`src/rtl/urx_pkg.sv`:
```
// Package: register map, field positions and shared types of the receive status and baud block
package urx_pkg;

    // ------------------------------------------------------------------
    // Register map
    // ------------------------------------------------------------------
    localparam logic [7:0] ADDR_STATUS = 8'h10;
    localparam logic [7:0] ADDR_BAUD_HIGH = 8'h14;
    localparam logic [7:0] ADDR_BAUD_MIDDLE = 8'h18;
    localparam logic [7:0] ADDR_BAUD_LOW = 8'h1c;
    localparam logic [7:0] ADDR_CONTROL = 8'h20;
    localparam logic [7:0] ADDR_BAUD_RESET = 8'h00;

    // ------------------------------------------------------------------
    // Status bit positions
    // ------------------------------------------------------------------
    localparam int BIT_BREAK = 1;
    localparam int BIT_RESUME = 2;
    localparam int BIT_PARITY = 3;
    localparam int BIT_OVERRUN = 4;
    localparam int BIT_FRAMING = 5;

    // ------------------------------------------------------------------
    // Control bit positions
    // ------------------------------------------------------------------
    localparam int CTL_SOFT_RESET_N = 0;
    localparam int CTL_ERR_IRQ_EN = 1;
    localparam int CTL_BRK_IRQ_EN = 2;
    localparam int CTL_RES_IRQ_EN = 3;
    localparam int CTL_INT_CLOCK = 4;
    localparam int CTL_CLKPIN_FUNC = 5;
    localparam int CTL_CLKPIN_DIR = 6;
    localparam int CTL_ISO_MODE = 7;
    localparam int CTL_PARITY_EN = 8;
    localparam int CTL_ADDR_MODE = 9;
    localparam int CTL_ODD_PARITY = 10;
    localparam logic [10:0] CTL_RESET = 11'h000;

    // ------------------------------------------------------------------
    // Timing and bus response codes
    // ------------------------------------------------------------------
    localparam logic [3:0] BREAK_BITS = 4'ha;
    localparam logic [23:0] ASYNC_ZERO_DIV = 24'h00000f;
    localparam logic [23:0] ISO_ZERO_DIV = 24'h000001;
    localparam logic [1:0] AXI_OKAY = 2'h0;
    localparam logic [1:0] AXI_SLVERR = 2'h2;

    // Character delivered by the receiver when a frame is moved into the buffer
    typedef struct packed {
        logic [7:0] data;
        logic addr_bit;
        logic parity_bit;
        logic stop_ok;
    } urx_char_t;

    typedef enum logic [1:0] {
        URX_BRK_IDLE = 2'b00,
        URX_BRK_COUNT = 2'b01,
        URX_BRK_DONE = 2'b11
    } urx_brk_state_t;

endpackage

```
`src/rtl/urx_status_baud.sv`:
```
// Receive error flags, their interrupt gating, and the 24-bit baud generator
//
// Contract
// - framing error sets on missing first stop
// - framing error interrupts, write-one clears
// - overrun sets on unread buffer overwrite
// - overrun interrupts, write-one clears
// - parity error; address bit counted in address mode
// - parity disabled keeps parity flag zero
// - parity error interrupts, write-one clears
// - resume flag sets on wake activity
// - resume flag write-one clears, zero ignored
// - break after ten low bits following framing
// - break interrupt gated by break enable
// - any-error bit ORs five flags
// - any-error clears only with five flags
// - status bit six reads zero
// - three divisor bytes form 24-bit divisor
// - async rate clock over 8(div+1), zero sixteen
// - iso rate clock over div+1, zero two; an even div gives div+2
// - sample falling, launch rising serial edge
// - internal clock driven when function and direction
// - external clock taken from pin, max clock/8
// - flags update on each buffer transfer
// - soft reset holds flags at zero
module urx_status_baud
(
    input wire logic aclk,
    input wire logic aresetn,
    input wire logic [7:0] s_axi_awaddr,
    input wire logic s_axi_awvalid,
    output logic s_axi_awready,
    input wire logic [31:0] s_axi_wdata,
    input wire logic [3:0] s_axi_wstrb,
    input wire logic s_axi_wvalid,
    output logic s_axi_wready,
    output logic [1:0] s_axi_bresp,
    output logic s_axi_bvalid,
    input wire logic s_axi_bready,
    input wire logic [7:0] s_axi_araddr,
    input wire logic s_axi_arvalid,
    output logic s_axi_arready,
    output logic [31:0] s_axi_rdata,
    output logic [1:0] s_axi_rresp,
    output logic s_axi_rvalid,
    input wire logic s_axi_rready,
    input wire urx_pkg::urx_char_t rx_char,
    input wire logic rx_char_valid,
    input wire logic rx_buffer_read,
    input wire logic rx_pin,
    input wire logic wake_activity,
    input wire logic serial_clock_pin_in,
    output logic serial_clock_pin_out,
    output logic serial_clock_pin_oe,
    output logic rx_sample_tick,
    output logic tx_launch_tick,
    output logic bit_tick,
    output logic soft_reset_n,
    output logic error_irq
);

    // ------------------------------------------------------------------
    // Registers
    // ------------------------------------------------------------------
    logic [7:0] baud_divisor_high;
    logic [7:0] baud_divisor_middle;
    logic [7:0] baud_divisor_low;
    logic [10:0] control;
    logic framing_error_flag;
    logic overrun_flag;
    logic parity_error_flag;
    logic resume_event_flag;
    logic break_detect_flag;
    logic any_receive_error_flag;
    logic rx_buffer_full;

    logic [7:0] aw_addr;
    logic aw_held;
    logic [31:0] w_data;
    logic [3:0] w_strb;
    logic w_held;
    logic wr_go;
    logic [6:0] w1c;

    assign wr_go = aw_held && w_held && !s_axi_bvalid;

    // ------------------------------------------------------------------
    // AXI4-Lite write path
    // ------------------------------------------------------------------
    always_ff @(posedge aclk)
    begin
        if (!aresetn)
        begin
            aw_held <= 1'b0;
            w_held <= 1'b0;
            aw_addr <= 8'h00;
            w_data <= 32'h00000000;
            w_strb <= 4'h0;
            s_axi_awready <= 1'b0;
            s_axi_wready <= 1'b0;
            s_axi_bvalid <= 1'b0;
            s_axi_bresp <= urx_pkg::AXI_OKAY;
        end
        else
        begin
            s_axi_awready <= !aw_held && !s_axi_awready && s_axi_awvalid;
            s_axi_wready <= !w_held && !s_axi_wready && s_axi_wvalid;
            if (s_axi_awvalid && s_axi_awready)
            begin
                aw_held <= 1'b1;
                aw_addr <= s_axi_awaddr;
            end
            if (s_axi_wvalid && s_axi_wready)
            begin
                w_held <= 1'b1;
                w_data <= s_axi_wdata;
                w_strb <= s_axi_wstrb;
            end
            if (wr_go)
            begin
                aw_held <= 1'b0;
                w_held <= 1'b0;
                s_axi_bvalid <= 1'b1;
                case (aw_addr)
                    urx_pkg::ADDR_STATUS, urx_pkg::ADDR_BAUD_HIGH, urx_pkg::ADDR_BAUD_MIDDLE,
                    urx_pkg::ADDR_BAUD_LOW, urx_pkg::ADDR_CONTROL:
                        s_axi_bresp <= urx_pkg::AXI_OKAY;
                    default:
                        s_axi_bresp <= urx_pkg::AXI_SLVERR;
                endcase
            end
            else if (s_axi_bready)
                s_axi_bvalid <= 1'b0;
        end
    end

    // Write-one-to-clear mask for the status byte
    assign w1c = (wr_go && aw_addr == urx_pkg::ADDR_STATUS && w_strb[0]) ? w_data[6:0] : 7'h00;

    // ------------------------------------------------------------------
    // Configuration registers
    // ------------------------------------------------------------------
    always_ff @(posedge aclk)
    begin
        if (!aresetn)
        begin
            baud_divisor_high <= urx_pkg::ADDR_BAUD_RESET;
            baud_divisor_middle <= urx_pkg::ADDR_BAUD_RESET;
            baud_divisor_low <= urx_pkg::ADDR_BAUD_RESET;
            control <= urx_pkg::CTL_RESET;
        end
        else if (wr_go)
        begin
            if (aw_addr == urx_pkg::ADDR_BAUD_HIGH && w_strb[0])
                baud_divisor_high <= w_data[7:0];
            if (aw_addr == urx_pkg::ADDR_BAUD_MIDDLE && w_strb[0])
                baud_divisor_middle <= w_data[7:0];
            if (aw_addr == urx_pkg::ADDR_BAUD_LOW && w_strb[0])
                baud_divisor_low <= w_data[7:0];
            if (aw_addr == urx_pkg::ADDR_CONTROL)
            begin
                if (w_strb[0])
                    control[7:0] <= w_data[7:0];
                if (w_strb[1])
                    control[10:8] <= w_data[10:8];
            end
        end
    end

    always_ff @(posedge aclk)
        soft_reset_n <= aresetn && control[urx_pkg::CTL_SOFT_RESET_N];

    // ------------------------------------------------------------------
    // Receive status flags
    // ------------------------------------------------------------------
    logic flags_hold;
    logic char_take;
    logic parity_calc;
    logic parity_bad;
    logic break_set;

    assign flags_hold = !control[urx_pkg::CTL_SOFT_RESET_N];
    // updates only on a buffer transfer
    assign char_take = rx_char_valid && !flags_hold;
    // address bit joins parity in address mode
    assign parity_calc = (^rx_char.data)
        ^ (control[urx_pkg::CTL_ADDR_MODE] & rx_char.addr_bit)
        ^ control[urx_pkg::CTL_ODD_PARITY];
    assign parity_bad = parity_calc != rx_char.parity_bit;

    // Buffer occupancy tracks whether software has read the last character
    always_ff @(posedge aclk)
    begin
        if (!aresetn || flags_hold)
        begin
            rx_buffer_full <= 1'b0;
        end
        else if (char_take)
        begin
            rx_buffer_full <= 1'b1;
        end
        else if (rx_buffer_read)
        begin
            rx_buffer_full <= 1'b0;
        end
    end

    // Set wins over a same-cycle write-one clear in every flag below
    always_ff @(posedge aclk)
    begin
        // frozen at zero under soft reset
        if (!aresetn || flags_hold)
        begin
            framing_error_flag <= 1'b0;
            overrun_flag <= 1'b0;
            parity_error_flag <= 1'b0;
            resume_event_flag <= 1'b0;
            break_detect_flag <= 1'b0;
        end
        else
        begin
            // only the first stop bit is checked
            if (char_take && !rx_char.stop_ok)
                framing_error_flag <= 1'b1;
            else if (w1c[urx_pkg::BIT_FRAMING])
                framing_error_flag <= 1'b0;
            if (char_take && rx_buffer_full && !rx_buffer_read)
                overrun_flag <= 1'b1;
            else if (w1c[urx_pkg::BIT_OVERRUN])
                overrun_flag <= 1'b0;
            // disabled parity never sets, and reads zero
            if (char_take && control[urx_pkg::CTL_PARITY_EN] && parity_bad)
                parity_error_flag <= 1'b1;
            else if (w1c[urx_pkg::BIT_PARITY] || !control[urx_pkg::CTL_PARITY_EN])
                parity_error_flag <= 1'b0;
            if (wake_activity)
                resume_event_flag <= 1'b1;
            else if (w1c[urx_pkg::BIT_RESUME])
                resume_event_flag <= 1'b0;
            if (break_set)
                break_detect_flag <= 1'b1;
            else if (w1c[urx_pkg::BIT_BREAK])
                break_detect_flag <= 1'b0;
        end
    end

    // OR of the five flags, registered alongside them
    // falls only once all five are clear
    always_ff @(posedge aclk)
    begin
        if (!aresetn || flags_hold)
        begin
            any_receive_error_flag <= 1'b0;
        end
        else
        begin
            any_receive_error_flag <= (char_take && !rx_char.stop_ok)
                || (char_take && rx_buffer_full && !rx_buffer_read)
                || (char_take && control[urx_pkg::CTL_PARITY_EN] && parity_bad)
                || wake_activity || break_set
                || (framing_error_flag && !w1c[urx_pkg::BIT_FRAMING])
                || (overrun_flag && !w1c[urx_pkg::BIT_OVERRUN])
                || (parity_error_flag && !w1c[urx_pkg::BIT_PARITY]
                    && control[urx_pkg::CTL_PARITY_EN])
                || (resume_event_flag && !w1c[urx_pkg::BIT_RESUME])
                || (break_detect_flag && !w1c[urx_pkg::BIT_BREAK]);
        end
    end

    // ------------------------------------------------------------------
    // Break detector
    // ------------------------------------------------------------------
    urx_pkg::urx_brk_state_t brk_state;
    logic [3:0] brk_bits;

    assign break_set = (brk_state == urx_pkg::URX_BRK_COUNT) && bit_tick && !rx_pin
        && (brk_bits == urx_pkg::BREAK_BITS - 4'h1);

    // ten bit times low after a framing error
    always_ff @(posedge aclk)
    begin
        if (!aresetn || flags_hold)
        begin
            brk_state <= urx_pkg::URX_BRK_IDLE;
            brk_bits <= 4'h0;
        end
        else
        begin
            unique case (brk_state)
                urx_pkg::URX_BRK_IDLE:
                begin
                    brk_bits <= 4'h0;
                    if (char_take && !rx_char.stop_ok)
                        brk_state <= urx_pkg::URX_BRK_COUNT;
                end
                urx_pkg::URX_BRK_COUNT:
                begin
                    if (rx_pin)
                        brk_state <= urx_pkg::URX_BRK_IDLE;
                    else if (break_set)
                        brk_state <= urx_pkg::URX_BRK_DONE;
                    else if (bit_tick)
                        brk_bits <= brk_bits + 4'h1;
                end
                urx_pkg::URX_BRK_DONE:
                begin
                    // One break per low period; rearms when the line returns high
                    if (rx_pin)
                        brk_state <= urx_pkg::URX_BRK_IDLE;
                end
                default:
                    brk_state <= urx_pkg::URX_BRK_IDLE;
            endcase
        end
    end

    // ------------------------------------------------------------------
    // Baud generator
    // ------------------------------------------------------------------
    logic [23:0] divisor;
    logic [23:0] reload;
    logic [23:0] baud_count;
    logic [2:0] async_phase;
    logic phase_end;
    logic int_clk;
    logic ext_clk_q;
    logic ext_clk_prev;
    logic serial_clk;
    logic serial_clk_prev;
    logic internal_sel;

    assign divisor = {baud_divisor_high, baud_divisor_middle, baud_divisor_low};
    assign internal_sel = control[urx_pkg::CTL_INT_CLOCK];
    // async half-period 4(div+1), zero gives sixteen overall
    // iso half-period is div/2+1 clocks with div/2 rounded down, zero gives two
    always_comb
    begin
        if (control[urx_pkg::CTL_ISO_MODE])
            reload = (divisor == 24'h000000) ? urx_pkg::ISO_ZERO_DIV - 24'h000001
                                             : {1'b0, divisor[23:1]};
        else
            reload = (divisor == 24'h000000) ? urx_pkg::ASYNC_ZERO_DIV >> 1 : divisor;
    end
    assign phase_end = (baud_count == 24'h000000)
        && (control[urx_pkg::CTL_ISO_MODE] || async_phase == 3'h3
            || divisor == 24'h000000);

    always_ff @(posedge aclk)
    begin
        if (!aresetn || flags_hold || !internal_sel)
        begin
            baud_count <= 24'h000000;
            async_phase <= 3'h0;
            int_clk <= 1'b1;
        end
        else if (baud_count == 24'h000000)
        begin
            baud_count <= reload;
            async_phase <= phase_end ? 3'h0 : async_phase + 3'h1;
            if (phase_end)
                int_clk <= !int_clk;
        end
        else
        begin
            baud_count <= baud_count - 24'h000001;
        end
    end

    // external clock sampled from the pin
    always_ff @(posedge aclk)
    begin
        if (!aresetn)
        begin
            ext_clk_q <= 1'b1;
            ext_clk_prev <= 1'b1;
            serial_clk_prev <= 1'b1;
        end
        else
        begin
            ext_clk_q <= serial_clock_pin_in;
            ext_clk_prev <= ext_clk_q;
            serial_clk_prev <= serial_clk;
        end
    end
    assign serial_clk = internal_sel ? int_clk : ext_clk_prev;

    // sample on falling, launch on rising
    always_ff @(posedge aclk)
    begin
        rx_sample_tick <= aresetn && serial_clk_prev && !serial_clk;
        tx_launch_tick <= aresetn && !serial_clk_prev && serial_clk;
        bit_tick <= aresetn && serial_clk_prev && !serial_clk;
    end

    // pin driven only with function and direction set
    always_ff @(posedge aclk)
    begin
        serial_clock_pin_out <= aresetn && int_clk;
        serial_clock_pin_oe <= aresetn && internal_sel && control[urx_pkg::CTL_CLKPIN_FUNC]
            && control[urx_pkg::CTL_CLKPIN_DIR];
    end

    // framing, overrun, parity gated by error enable
    // break by its own enable, resume by its own
    always_ff @(posedge aclk)
        error_irq <= aresetn && ((control[urx_pkg::CTL_ERR_IRQ_EN]
                && (framing_error_flag || overrun_flag || parity_error_flag))
            || (control[urx_pkg::CTL_BRK_IRQ_EN] && break_detect_flag)
            || (control[urx_pkg::CTL_RES_IRQ_EN] && resume_event_flag));

    // ------------------------------------------------------------------
    // AXI4-Lite read path
    // ------------------------------------------------------------------
    logic [31:0] rd_word;
    logic rd_ok;

    always_comb
    begin
        rd_word = 32'h00000000;
        rd_ok = 1'b1;
        case (s_axi_araddr)
            // bit six and upper bits read zero
            urx_pkg::ADDR_STATUS:
                rd_word = {25'h0000000, 1'b0, framing_error_flag, overrun_flag,
                           parity_error_flag, resume_event_flag, break_detect_flag,
                           any_receive_error_flag};
            urx_pkg::ADDR_BAUD_HIGH:
                rd_word = {24'h000000, baud_divisor_high};
            urx_pkg::ADDR_BAUD_MIDDLE:
                rd_word = {24'h000000, baud_divisor_middle};
            urx_pkg::ADDR_BAUD_LOW:
                rd_word = {24'h000000, baud_divisor_low};
            urx_pkg::ADDR_CONTROL:
                rd_word = {21'h000000, control};
            default:
                rd_ok = 1'b0;
        endcase
    end

    always_ff @(posedge aclk)
    begin
        if (!aresetn)
        begin
            s_axi_arready <= 1'b0;
            s_axi_rvalid <= 1'b0;
            s_axi_rdata <= 32'h00000000;
            s_axi_rresp <= urx_pkg::AXI_OKAY;
        end
        else
        begin
            s_axi_arready <= s_axi_arvalid && !s_axi_arready && !s_axi_rvalid;
            if (s_axi_arvalid && s_axi_arready)
            begin
                s_axi_rvalid <= 1'b1;
                s_axi_rdata <= rd_word;
                s_axi_rresp <= rd_ok ? urx_pkg::AXI_OKAY : urx_pkg::AXI_SLVERR;
            end
            else if (s_axi_rready)
                s_axi_rvalid <= 1'b0;
        end
    end

endmodule

```
`config.mk`:
```
export PLATFORM = sky130hd
export DESIGN_NAME = urx_status_baud
export DESIGN_NICKNAME = d
export VERILOG_FILES = /design/src/rtl/urx_pkg.sv /design/src/rtl/urx_status_baud.sv
export SDC_FILE = /design/constraint.sdc
export NUM_CORES = 1
export LEC_CHECK = 0
export ABC_AREA = 1
export BUFFER_PORTS_ARGS = -buffer_cell sky130_fd_sc_hd__buf_2
export CORE_MARGIN = 1
export CORE_UTILIZATION = 53
export CTS_CLUSTER_SIZE = 24
export DETAILED_ROUTE_END_ITERATION = 6
export MAX_ROUTING_LAYER = met4
export PLACE_DENSITY = 0.77
export SLEW_MARGIN = 20
export SYNTH_ARGS = -nofsm -noshare
export SYNTH_HDL_FRONTEND = slang
export SYNTH_SLANG_ARGS = --single-unit
```
`constraint.sdc`:
```
create_clock -name aclk -period 2.2 [get_ports aclk]
set_clock_uncertainty 0.15 [all_clocks]
set_input_delay 0 -clock aclk [delete_from_list [all_inputs] [get_ports aclk]]
set_output_delay 0 -clock aclk [all_outputs]
set_load 0.01 [all_outputs]
```
==> results of run 1 <==
-- registers in the layout, indices dropped and copies added, names as in the netlist, 2 cells and up --
| name | flops |
|---|---|
| control | 11 |
| w_strb | 2 |
| baud_divisor_low | 8 |
| brk_bits | 4 |
| s_axi_rdata | 11 |
| w_data | 11 |
| async_phase | 3 |
| brk_state | 2 |
| baud_divisor_high | 8 |
| baud_count | 24 |
| baud_divisor_middle | 8 |
| aw_addr | 8 |
-- metrics by stage --
stage	power (W)	setup slack (ns)	hold WS (ns)	std cells	utilization
3_3_place_gp	0.00264	0.333	0.0522	1083	0.596
2_1_floorplan	0.00257	0.452	-0.0434	903	-
5_1_grt	0.00553	0.0519	0.0596	1154	0.684
4_1_cts	0.00537	0.119	0.00876	1153	0.683
6_report	0.00535	0.157	0.0169	1154	0.684
3_5_place_dp	0.00264	0.309	0.0445	1083	0.596
-- power breakdown --
group / internal [W] / switching [W]
logic: 0.000137 / 0.000172
clock network: 0.00166 / 0.00104
registers: 0.00232 / 0.0000268
total: 0.00411 / 0.00124
-- final cells by class --
| type | instances | area, µm² | share of cell area |
|---|---|---|---|
| Timing Repair Buffer | 133 | 918 | 0.122 |
| Sequential cell | 126 | 2520 | 0.334 |
| Tap cell | 140 | 175 | 0.0232 |
| Multi-Input combinational cell | 629 | 3000 | 0.398 |
| Inverter | 95 | 357 | 0.0472 |
| Clock buffer | 18 | 429 | 0.0569 |
| Clock inverter | 13 | 144 | 0.0191 |
-- worst paths after layout --
check / start / endpoint / slack, ns / cells past startpoint
worst max-delay path: s_axi_araddr[1] / s_axi_rresp[1]$_SDFFE_PN0P_ / 0.16 / 10
worst min-delay path: s_axi_araddr[4] / s_axi_rdata[8]$_SDFFE_PN0P_ / 0.02 / 5
worst max register to register: baud_count[0]$_SDFF_PP0_ / int_clk$_SDFFE_PP1P_ / 0.30 / 9
worst min register to register: ext_clk_q$_SDFF_PN1_ / ext_clk_prev$_SDFF_PN1_ / 0.26 / 1
-- critical path: cells and delay by family --
| kind | cells | cell delay [ns] |
|---|---|---|
| AND/OR/NAND/NOR | 3 | 0.23 |
| buffers and inverters | 6 | 1.91 |
| AO/OA/AOI/OAI | 1 | 0.06 |
-- per-layer routing --
layer	up-vias	GRT usage	wire, µm
met5	-	-	0
met4	0	0.129	435
met3	45	0.0616	754
met2	189	0.449	7200
met1	2645	0.325	6710
li1	3079	-	-
-- cell families after synthesis --
kind of cell    count (synthesis)  share of synthesized area
simple gates                  385                      0.271
compound gates                201                      0.173
buf+inv                       148                      0.110
flops                         126                      0.413
xor+xnor                       15                     0.0215
fa+ha+maj                       5                     0.0103
other cells                     1                   0.000614
-- cells in the final DEF (no fill, tap or decap), drive strengths merged --
master	netlist	routed
nor3	15	15
nand4	17	17
nand3	47	47
dfxtp	126	126
clkinvlp	0	4
bufinv	0	2
nand2b	1	1
a21oi	89	89
nand2	179	179
xor2	10	10
nand3b	4	4
o22ai	5	5
xnor2	5	5
o31ai	1	1
or2	4	4
conb	1	23
a31oi	2	2
dlygate4sd3	0	39
nor2	114	114
and3	1	1
clkinv	2	8
buf	30	94
ha	5	5
o211ai	15	15
clkbuf	23	18
inv	93	94
o21a	1	1
and2	3	3
o21ai	88	88
-- timing repair --
action	4_1_cts	5_1_grt
hold buffers	39	0
buffers inserted	0	1
endpoints found under the hold margin	61	0
gates resized for setup	0	4
setup endpoints to repair	0	6
==> results_tabular.tex, run 1 <==
\begin{tabular}{lr}
\hline
Metric & Value \\
\hline
\multicolumn{2}{l}{\textbf{Synthesis}} \\
Number of cells produced by synthesis & just under 900 \\
Share of the synthesized area in the top cell type & 0.413 \\
Number of warnings printed during yosys synthesis & 0 \\
Commonest cells post-synth & nand2\_1 (179), dfxtp\_1 (126), nor2\_1 (107) \\
Flip-flop and latch count after synthesis & 126 \\
Most area-hungry cell type in the Yosys netlist & dfxtp\_1 \\
Netlist cell types & 36 \\
Combined area of all synthesized cells & 6100 µm² \\
Leading post-synthesis cells by cell area & dfxtp\_1 (41\%), nand2\_1 (11\%), a21oi\_1 (7.3\%) \\
Share of the yosys chip area belonging to registers & 0.413 \\
Top\_reg\_cell synth & dfxtp\_1 \\
Post-synth EDFFs & 0 \\
Proportion of register bits with asynchronous set or reset after synthesis & 0 \\
Avg Inst Size Synth & 6.93 µm² \\
Most repeated cell in the gate-level netlist after synthesis & nand2\_1 \\
\multicolumn{2}{l}{\textbf{Global routing}} \\
Number of antenna violations at the first check in global routing & 0 \\
First-pass GRT wire length & 24600 µm \\
Maximum number of pins on one net before global-route repair & 32 \\
Gr usage total & 0.276 \\
Vias in the first global route & between 5k and 6k \\
Grt ovf & 0 \\
\multicolumn{2}{l}{\textbf{STA}} \\
Setup tns final & 0 ns \\
\# setup viols final & 0 \\
Remaining max-slew budget at the tightest pin & 0.617 \\
Period Utilization, post-route & 0.929 \\
Number of slew-limit violations in the final report & 0 \\
Number of hold-slack violations in the final timing report & 0 \\
Achievable frequency & 489 MHz \\
RSZ-0062 raised after global routing & no \\
Worst Tran Pin Value & 0.573 ns \\
Tmin final & 2.04 ns \\
\multicolumn{2}{l}{\textbf{Clock tree}} \\
Clock transition time at the flip-flop clock pins of the worst setup and hold paths & 0.06 ns \\
Root Driver & clkbuf\_16 \\
TritonCTS clock tree & built \\
CTS H-Tree Depth & 4 \\
Buffer depth of the longest clock path & 2 \\
CTS buffer count & 17 \\
Number of sinks handled by clock tree synthesis & 126 \\
Clock latency on the worst-skew pair & 0.42 ns \\
\multicolumn{2}{l}{\textbf{Route}} \\
Total vias in the final route & 5958 \\
Antenna-violating nets left & 0 \\
Post-detailed-route DRC marker count & 0 \\
WL per Instance & $\sim$13 µm \\
DR iter-0 viols & 412 \\
Vias per inst & 5.16 \\
Number of detailed-routing iterations run before antenna repair & 5 \\
Sum of routed wire length over all layers & 15100 µm \\
\multicolumn{2}{l}{\textbf{Cells and area}} \\
Layout fillers & around 1000 \\
Post-synthesis to final-layout area growth & 23.7\% \\
Final standard cell area without fillers & between 7000 and 8000 µm² \\
Proportion of layout cells with a drive suffix above 1 & 0.142 \\
\# diodes & 0 \\
Layout Nets & 1082 \\
\multicolumn{2}{l}{\textbf{Worst setup path}} \\
Max incr delay on CP & 0.58 ns \\
CP startpoint kind & primary input \\
CP Capture Type & flop \\
Largest fanout on the critical path & 4 \\
CP Class & in2reg \\
Data arrival, critical path & between 2 and 2.5 ns \\
Req. time, crit path & around 2.4 ns \\
Cell breakdown of the critical path & dlygate4sd3\_1 > buf\_2 > inv\_1 > nand2\_2 > dlygate4sd3\_1 > inv\_1 > a21oi\_1 > dlygate4sd3\_1 > nor2\_1 > nor2\_1 \\
Most frequent cell on the critical path & dlygate4sd3\_1 \\
Slowest library cell on the worst path & dlygate4sd3\_1 \\
\multicolumn{2}{l}{\textbf{Placed design}} \\
HPWL after detailed placement & 10200 µm \\
Input/output buffers & between 70 and 80 \\
Routability Congestion & between 0.9 and 1 \\
Placed inst area & roughly 6600 µm² \\
\multicolumn{2}{l}{\textbf{Die}} \\
Number of standard-cell rows in the floorplan & 38 \\
Overall die height & around 110 µm \\
Initial standard-cell utilization of the core & 0.553 \\
DIE WIDTH & approximately 110 µm \\
Area of the core & 11000 µm² \\
\# IOs & about 120 \\
Die area & 11900 µm² \\
\multicolumn{2}{l}{\textbf{Pwr}} \\
Total power per unit cell area & 709 nW/µm² \\
Leakage power & between 3 and 4 nW \\
Peak supply drop & 0.000681 V \\
\multicolumn{2}{l}{\textbf{Run}} \\
\# Max-Cap Violations & 0 \\
\multicolumn{2}{l}{\textbf{Worst hold path}} \\
Hold Crit Class & in2reg \\
\multicolumn{2}{l}{\textbf{Status}} \\
Outcome & completed \\
\hline
\end{tabular}
Note: power is estimated with default switching activity, not from simulation.
==> run 2, diff against run 1 <==
Settings changed: HOLD_SLACK_MARGIN set to 0.02.
Clock period 2.2 ns to 2.6 ns, I/O delays scaled along.
==> results_tabular.tex, run 2 (same netlist as run 1, synthesis figures left out) <==
\begin{tabular}{lr}
\hline
Metric & Value \\
\hline
\multicolumn{2}{l}{\textbf{Global routing}} \\
Grt ovf & 0 (unchanged) \\
First-pass GRT wire length & 25100 µm (+2.0\%) \\
Gr usage total & 0.279 (+0.00294) \\
Number of antenna violations at the first check in global routing & 0 (unchanged) \\
Vias in the first global route & 5546 (+2.9\%) \\
Maximum number of pins on one net before global-route repair & 68 (+110\%) \\
\multicolumn{2}{l}{\textbf{Die}} \\
Overall die height & 109 µm (unchanged) \\
Die area & 11900 µm² (unchanged) \\
DIE WIDTH & 109 µm (unchanged) \\
Area of the core & 11000 µm² (unchanged) \\
Initial standard-cell utilization of the core & 0.553 (unchanged) \\
\# IOs & 123 (unchanged) \\
Number of standard-cell rows in the floorplan & 38 (unchanged) \\
\multicolumn{2}{l}{\textbf{Placed design}} \\
Input/output buffers & 76 (unchanged) \\
Worst slack at placement & 0.566 ns (+0.257 ns) \\
Placed inst area & 6480 µm² (-1.3\%) \\
Routability Congestion & 0.906 (-2.3\%) \\
HPWL after detailed placement & 10300 µm (+1.0\%) \\
\multicolumn{2}{l}{\textbf{Cells and area}} \\
Most frequent standard cell in the layout excluding fill and tap cells & nand2\_1 \\
\# diodes & 0 (unchanged) \\
Layout Nets & 1075 (-0.65\%) \\
Max reg flops & 24 (unchanged) \\
Area of the multi-input gates & 2990 µm² (-0.29\%) \\
Proportion of layout cells with a drive suffix above 1 & 0.133 (-0.00908) \\
Reg area & 2520 µm² (unchanged) \\
Final standard cell area without fillers & 7510 µm² (-0.55\%) \\
Most frequent cells in the layout & nand2\_1 (179), dfxtp\_1 (126), nor2\_1 (107), inv\_1 (91), a21oi\_1 (89) \\
Post-synthesis to final-layout area growth & 23.0\% \\
Register name with the most flops & baud\_count \\
Layout fillers & 909 (-6.5\%) \\
\multicolumn{2}{l}{\textbf{Worst setup path}} \\
CP Class & reg2reg \\
Worst setup slack for register-to-register paths & 0.55 ns (+0.25 ns) \\
Slowest library cell on the worst path & dlygate4sd3\_1 \\
CP startpoint kind & flop \\
Req. time, crit path & 2.75 ns (+0.39 ns) \\
Max incr delay on CP & 0.58 ns (about the same) \\
Logic depth of the worst register-to-register path & 7 (-2) \\
Data arrival, critical path & 2.20 ns (about the same) \\
Startpoint of the worst-slack reg-to-reg timing path & s\_axi\_bvalid\$\_SDFFE\_PN0P\_ \\
Crit path max-delay family & simple AND/OR/NAND/NOR gates \\
Largest fanout on the critical path & 5 (+1) \\
Endpoint of the lowest-slack register-to-register path & resume\_event\_flag\$\_SDFFE\_PN0P\_ \\
Critical Path Source & s\_axi\_bvalid\$\_SDFFE\_PN0P\_ \\
CP Capture Type & flop \\
Cell breakdown of the critical path & inv\_1 > nand4\_1 > nor2\_1 > nand3\_1 > nand2\_1 > a21oi\_1 > dlygate4sd3\_1 \\
Number of buffers and inverters on the critical path & 2 (-4) \\
\multicolumn{2}{l}{\textbf{Worst hold path}} \\
Worst Hold Launch & s\_axi\_araddr[2] \\
Worst Hold Path Cells & 5 (unchanged) \\
Hold Crit Class & in2reg \\
Min-Delay Endpoint & s\_axi\_rdata[10]\$\_SDFFE\_PN0P\_ \\
\multicolumn{2}{l}{\textbf{Route}} \\
Wire length on met3 & 785 µm (+4.1\%) \\
Sum of routed wire length over all layers & 15500 µm (+2.4\%) \\
Highest routing layer actually used & met4 \\
Antenna-violating nets left & 0 (unchanged) \\
Sum of routed wire segments on met1 & 6560 µm (-2.3\%) \\
Met2 routed wirelength & 7750 µm (+7.6\%) \\
WL per Instance & 13.5 µm (+2.9\%) \\
Post-detailed-route DRC marker count & 0 (unchanged) \\
Number of detailed-routing iterations run before antenna repair & 5 (unchanged) \\
Total vias in the final route & 5985 (+0.45\%) \\
DR iter-0 viols & 425 (+3.2\%) \\
Vias per inst & 5.21 (+0.98\%) \\
\multicolumn{2}{l}{\textbf{STA}} \\
Tmin final & 2.05 ns \\
\# setup viols final & 0 (unchanged) \\
Remaining max-slew budget at the tightest pin & 0.606 (-0.0109) \\
Number of hold-slack violations in the final timing report & 0 (unchanged) \\
RSZ-0062 raised after global routing & no \\
Setup tns final & 0 ns (unchanged) \\
Final worst setup slack & 0.555 ns (+0.398 ns) \\
Worst Tran Pin Value & 0.589 ns (+0.0152 ns) \\
Worst hold slack across all endpoints & 0.0579 ns (+0.0410 ns) \\
Achievable frequency & just under 500 MHz \\
Number of slew-limit violations in the final report & 0 (unchanged) \\
Period Utilization, post-route & 0.787 \\
\multicolumn{2}{l}{\textbf{Pwr}} \\
Peak supply drop & 0.000507 V (-26\%) \\
Leakage power & 3.35 nW (-0.36\%) \\
Total power per unit cell area & 615 nW/µm² (-13\%) \\
\multicolumn{2}{l}{\textbf{Run}} \\
\# Max-Cap Violations & 0 (unchanged) \\
\multicolumn{2}{l}{\textbf{Clock tree}} \\
TritonCTS clock tree & built \\
Post-CTS repair timing setup buffer count & 0 (unchanged) \\
CTS buffer count & 17 (unchanged) \\
Root Driver & clkbuf\_16 \\
CTS H-Tree Depth & 4 (unchanged) \\
Clock latency on the worst-skew pair & 0.42 ns (about the same) \\
Number of sinks handled by clock tree synthesis & 126 (unchanged) \\
Buffer depth of the longest clock path & 2 (unchanged) \\
Clock transition time at the flip-flop clock pins of the worst setup and hold paths & 0.06 ns (about the same) \\
\multicolumn{2}{l}{\textbf{Status}} \\
Outcome & completed \\
\hline
\end{tabular}
## run 2: cell types whose count changed in the layout (fill, tap and decap cells not counted), sizes merged
cell	delta
dlygate4sd3	+4
clkinv	-3
inv	+5
buf	-11
clkinvlp	-1
## run 2: final cells by class
| cell class | count | share of cell area |
|---|---|---|
| Clock inverter | 14 | 0.0208 |
| Sequential cell | 126 | 0.336 |
| Inverter | 95 | 0.0475 |
| Clock buffer | 18 | 0.0585 |
| Timing Repair Buffer | 126 | 0.115 |
| Multi-Input combinational cell | 629 | 0.399 |
| Tap cell | 140 | 0.0233 |
## run 2: how the worst max path moves through the flow
| stage | end | depth (start not counted) |
|---|---|---|
| after global placement | control[7]$_SDFFE_PN0P_ | 8 |
| after global routing | baud_divisor_middle[5]$_SDFFE_PN0P_ | 6 |
| final | resume_event_flag$_SDFFE_PN0P_ | 7 |
| after CTS | baud_count[13]$_SDFF_PP0_ | 9 |
| after detailed placement | control[7]$_SDFFE_PN0P_ | 8 |
| after floorplan | baud_count[3]$_SDFF_PP0_ | 10 |
## run 2: worst min-delay path: cells and delay by family
family                 cells  cell delay [ns]
AO/OA/AOI/OAI              1             0.05
AND/OR/NAND/NOR            3             0.40
buffers and inverters      1             0.12
## run 2: per-stage QoR
step | std cells | util | total power, W
final | 1148 | 0.681 | 0.00462
after global routing | 1148 | 0.681 | 0.00475
after CTS | 1148 | 0.681 | 0.00463
after detailed placement | 1073 | 0.588 | 0.00223
after global placement | 1073 | 0.588 | 0.00222
after floorplan | 903 | - | 0.00217
## run 2: repair_timing
action,CTS,global route
setup endpoints to repair,0,0
gates resized for setup,0,0
hold buffers,43,0
endpoints found under the hold margin,47,0
## run 2: power breakdown
group	leakage, nW	switching (W)	total, W	internal (W)
registers	1.02	0.0000246	0.00198	0.00196
logic	2.05	0.000144	0.000256	0.000112
clock network	0.286	0.000923	0.00238	0.00145
total	3.35	0.00109	0.00462	0.00353
## run 2: metal layers
metal	vias up	track usage
met5	-	-
met4	0	0.122
met3	34	0.0587
met2	194	0.479
met1	2695	0.313
li1	3062	-
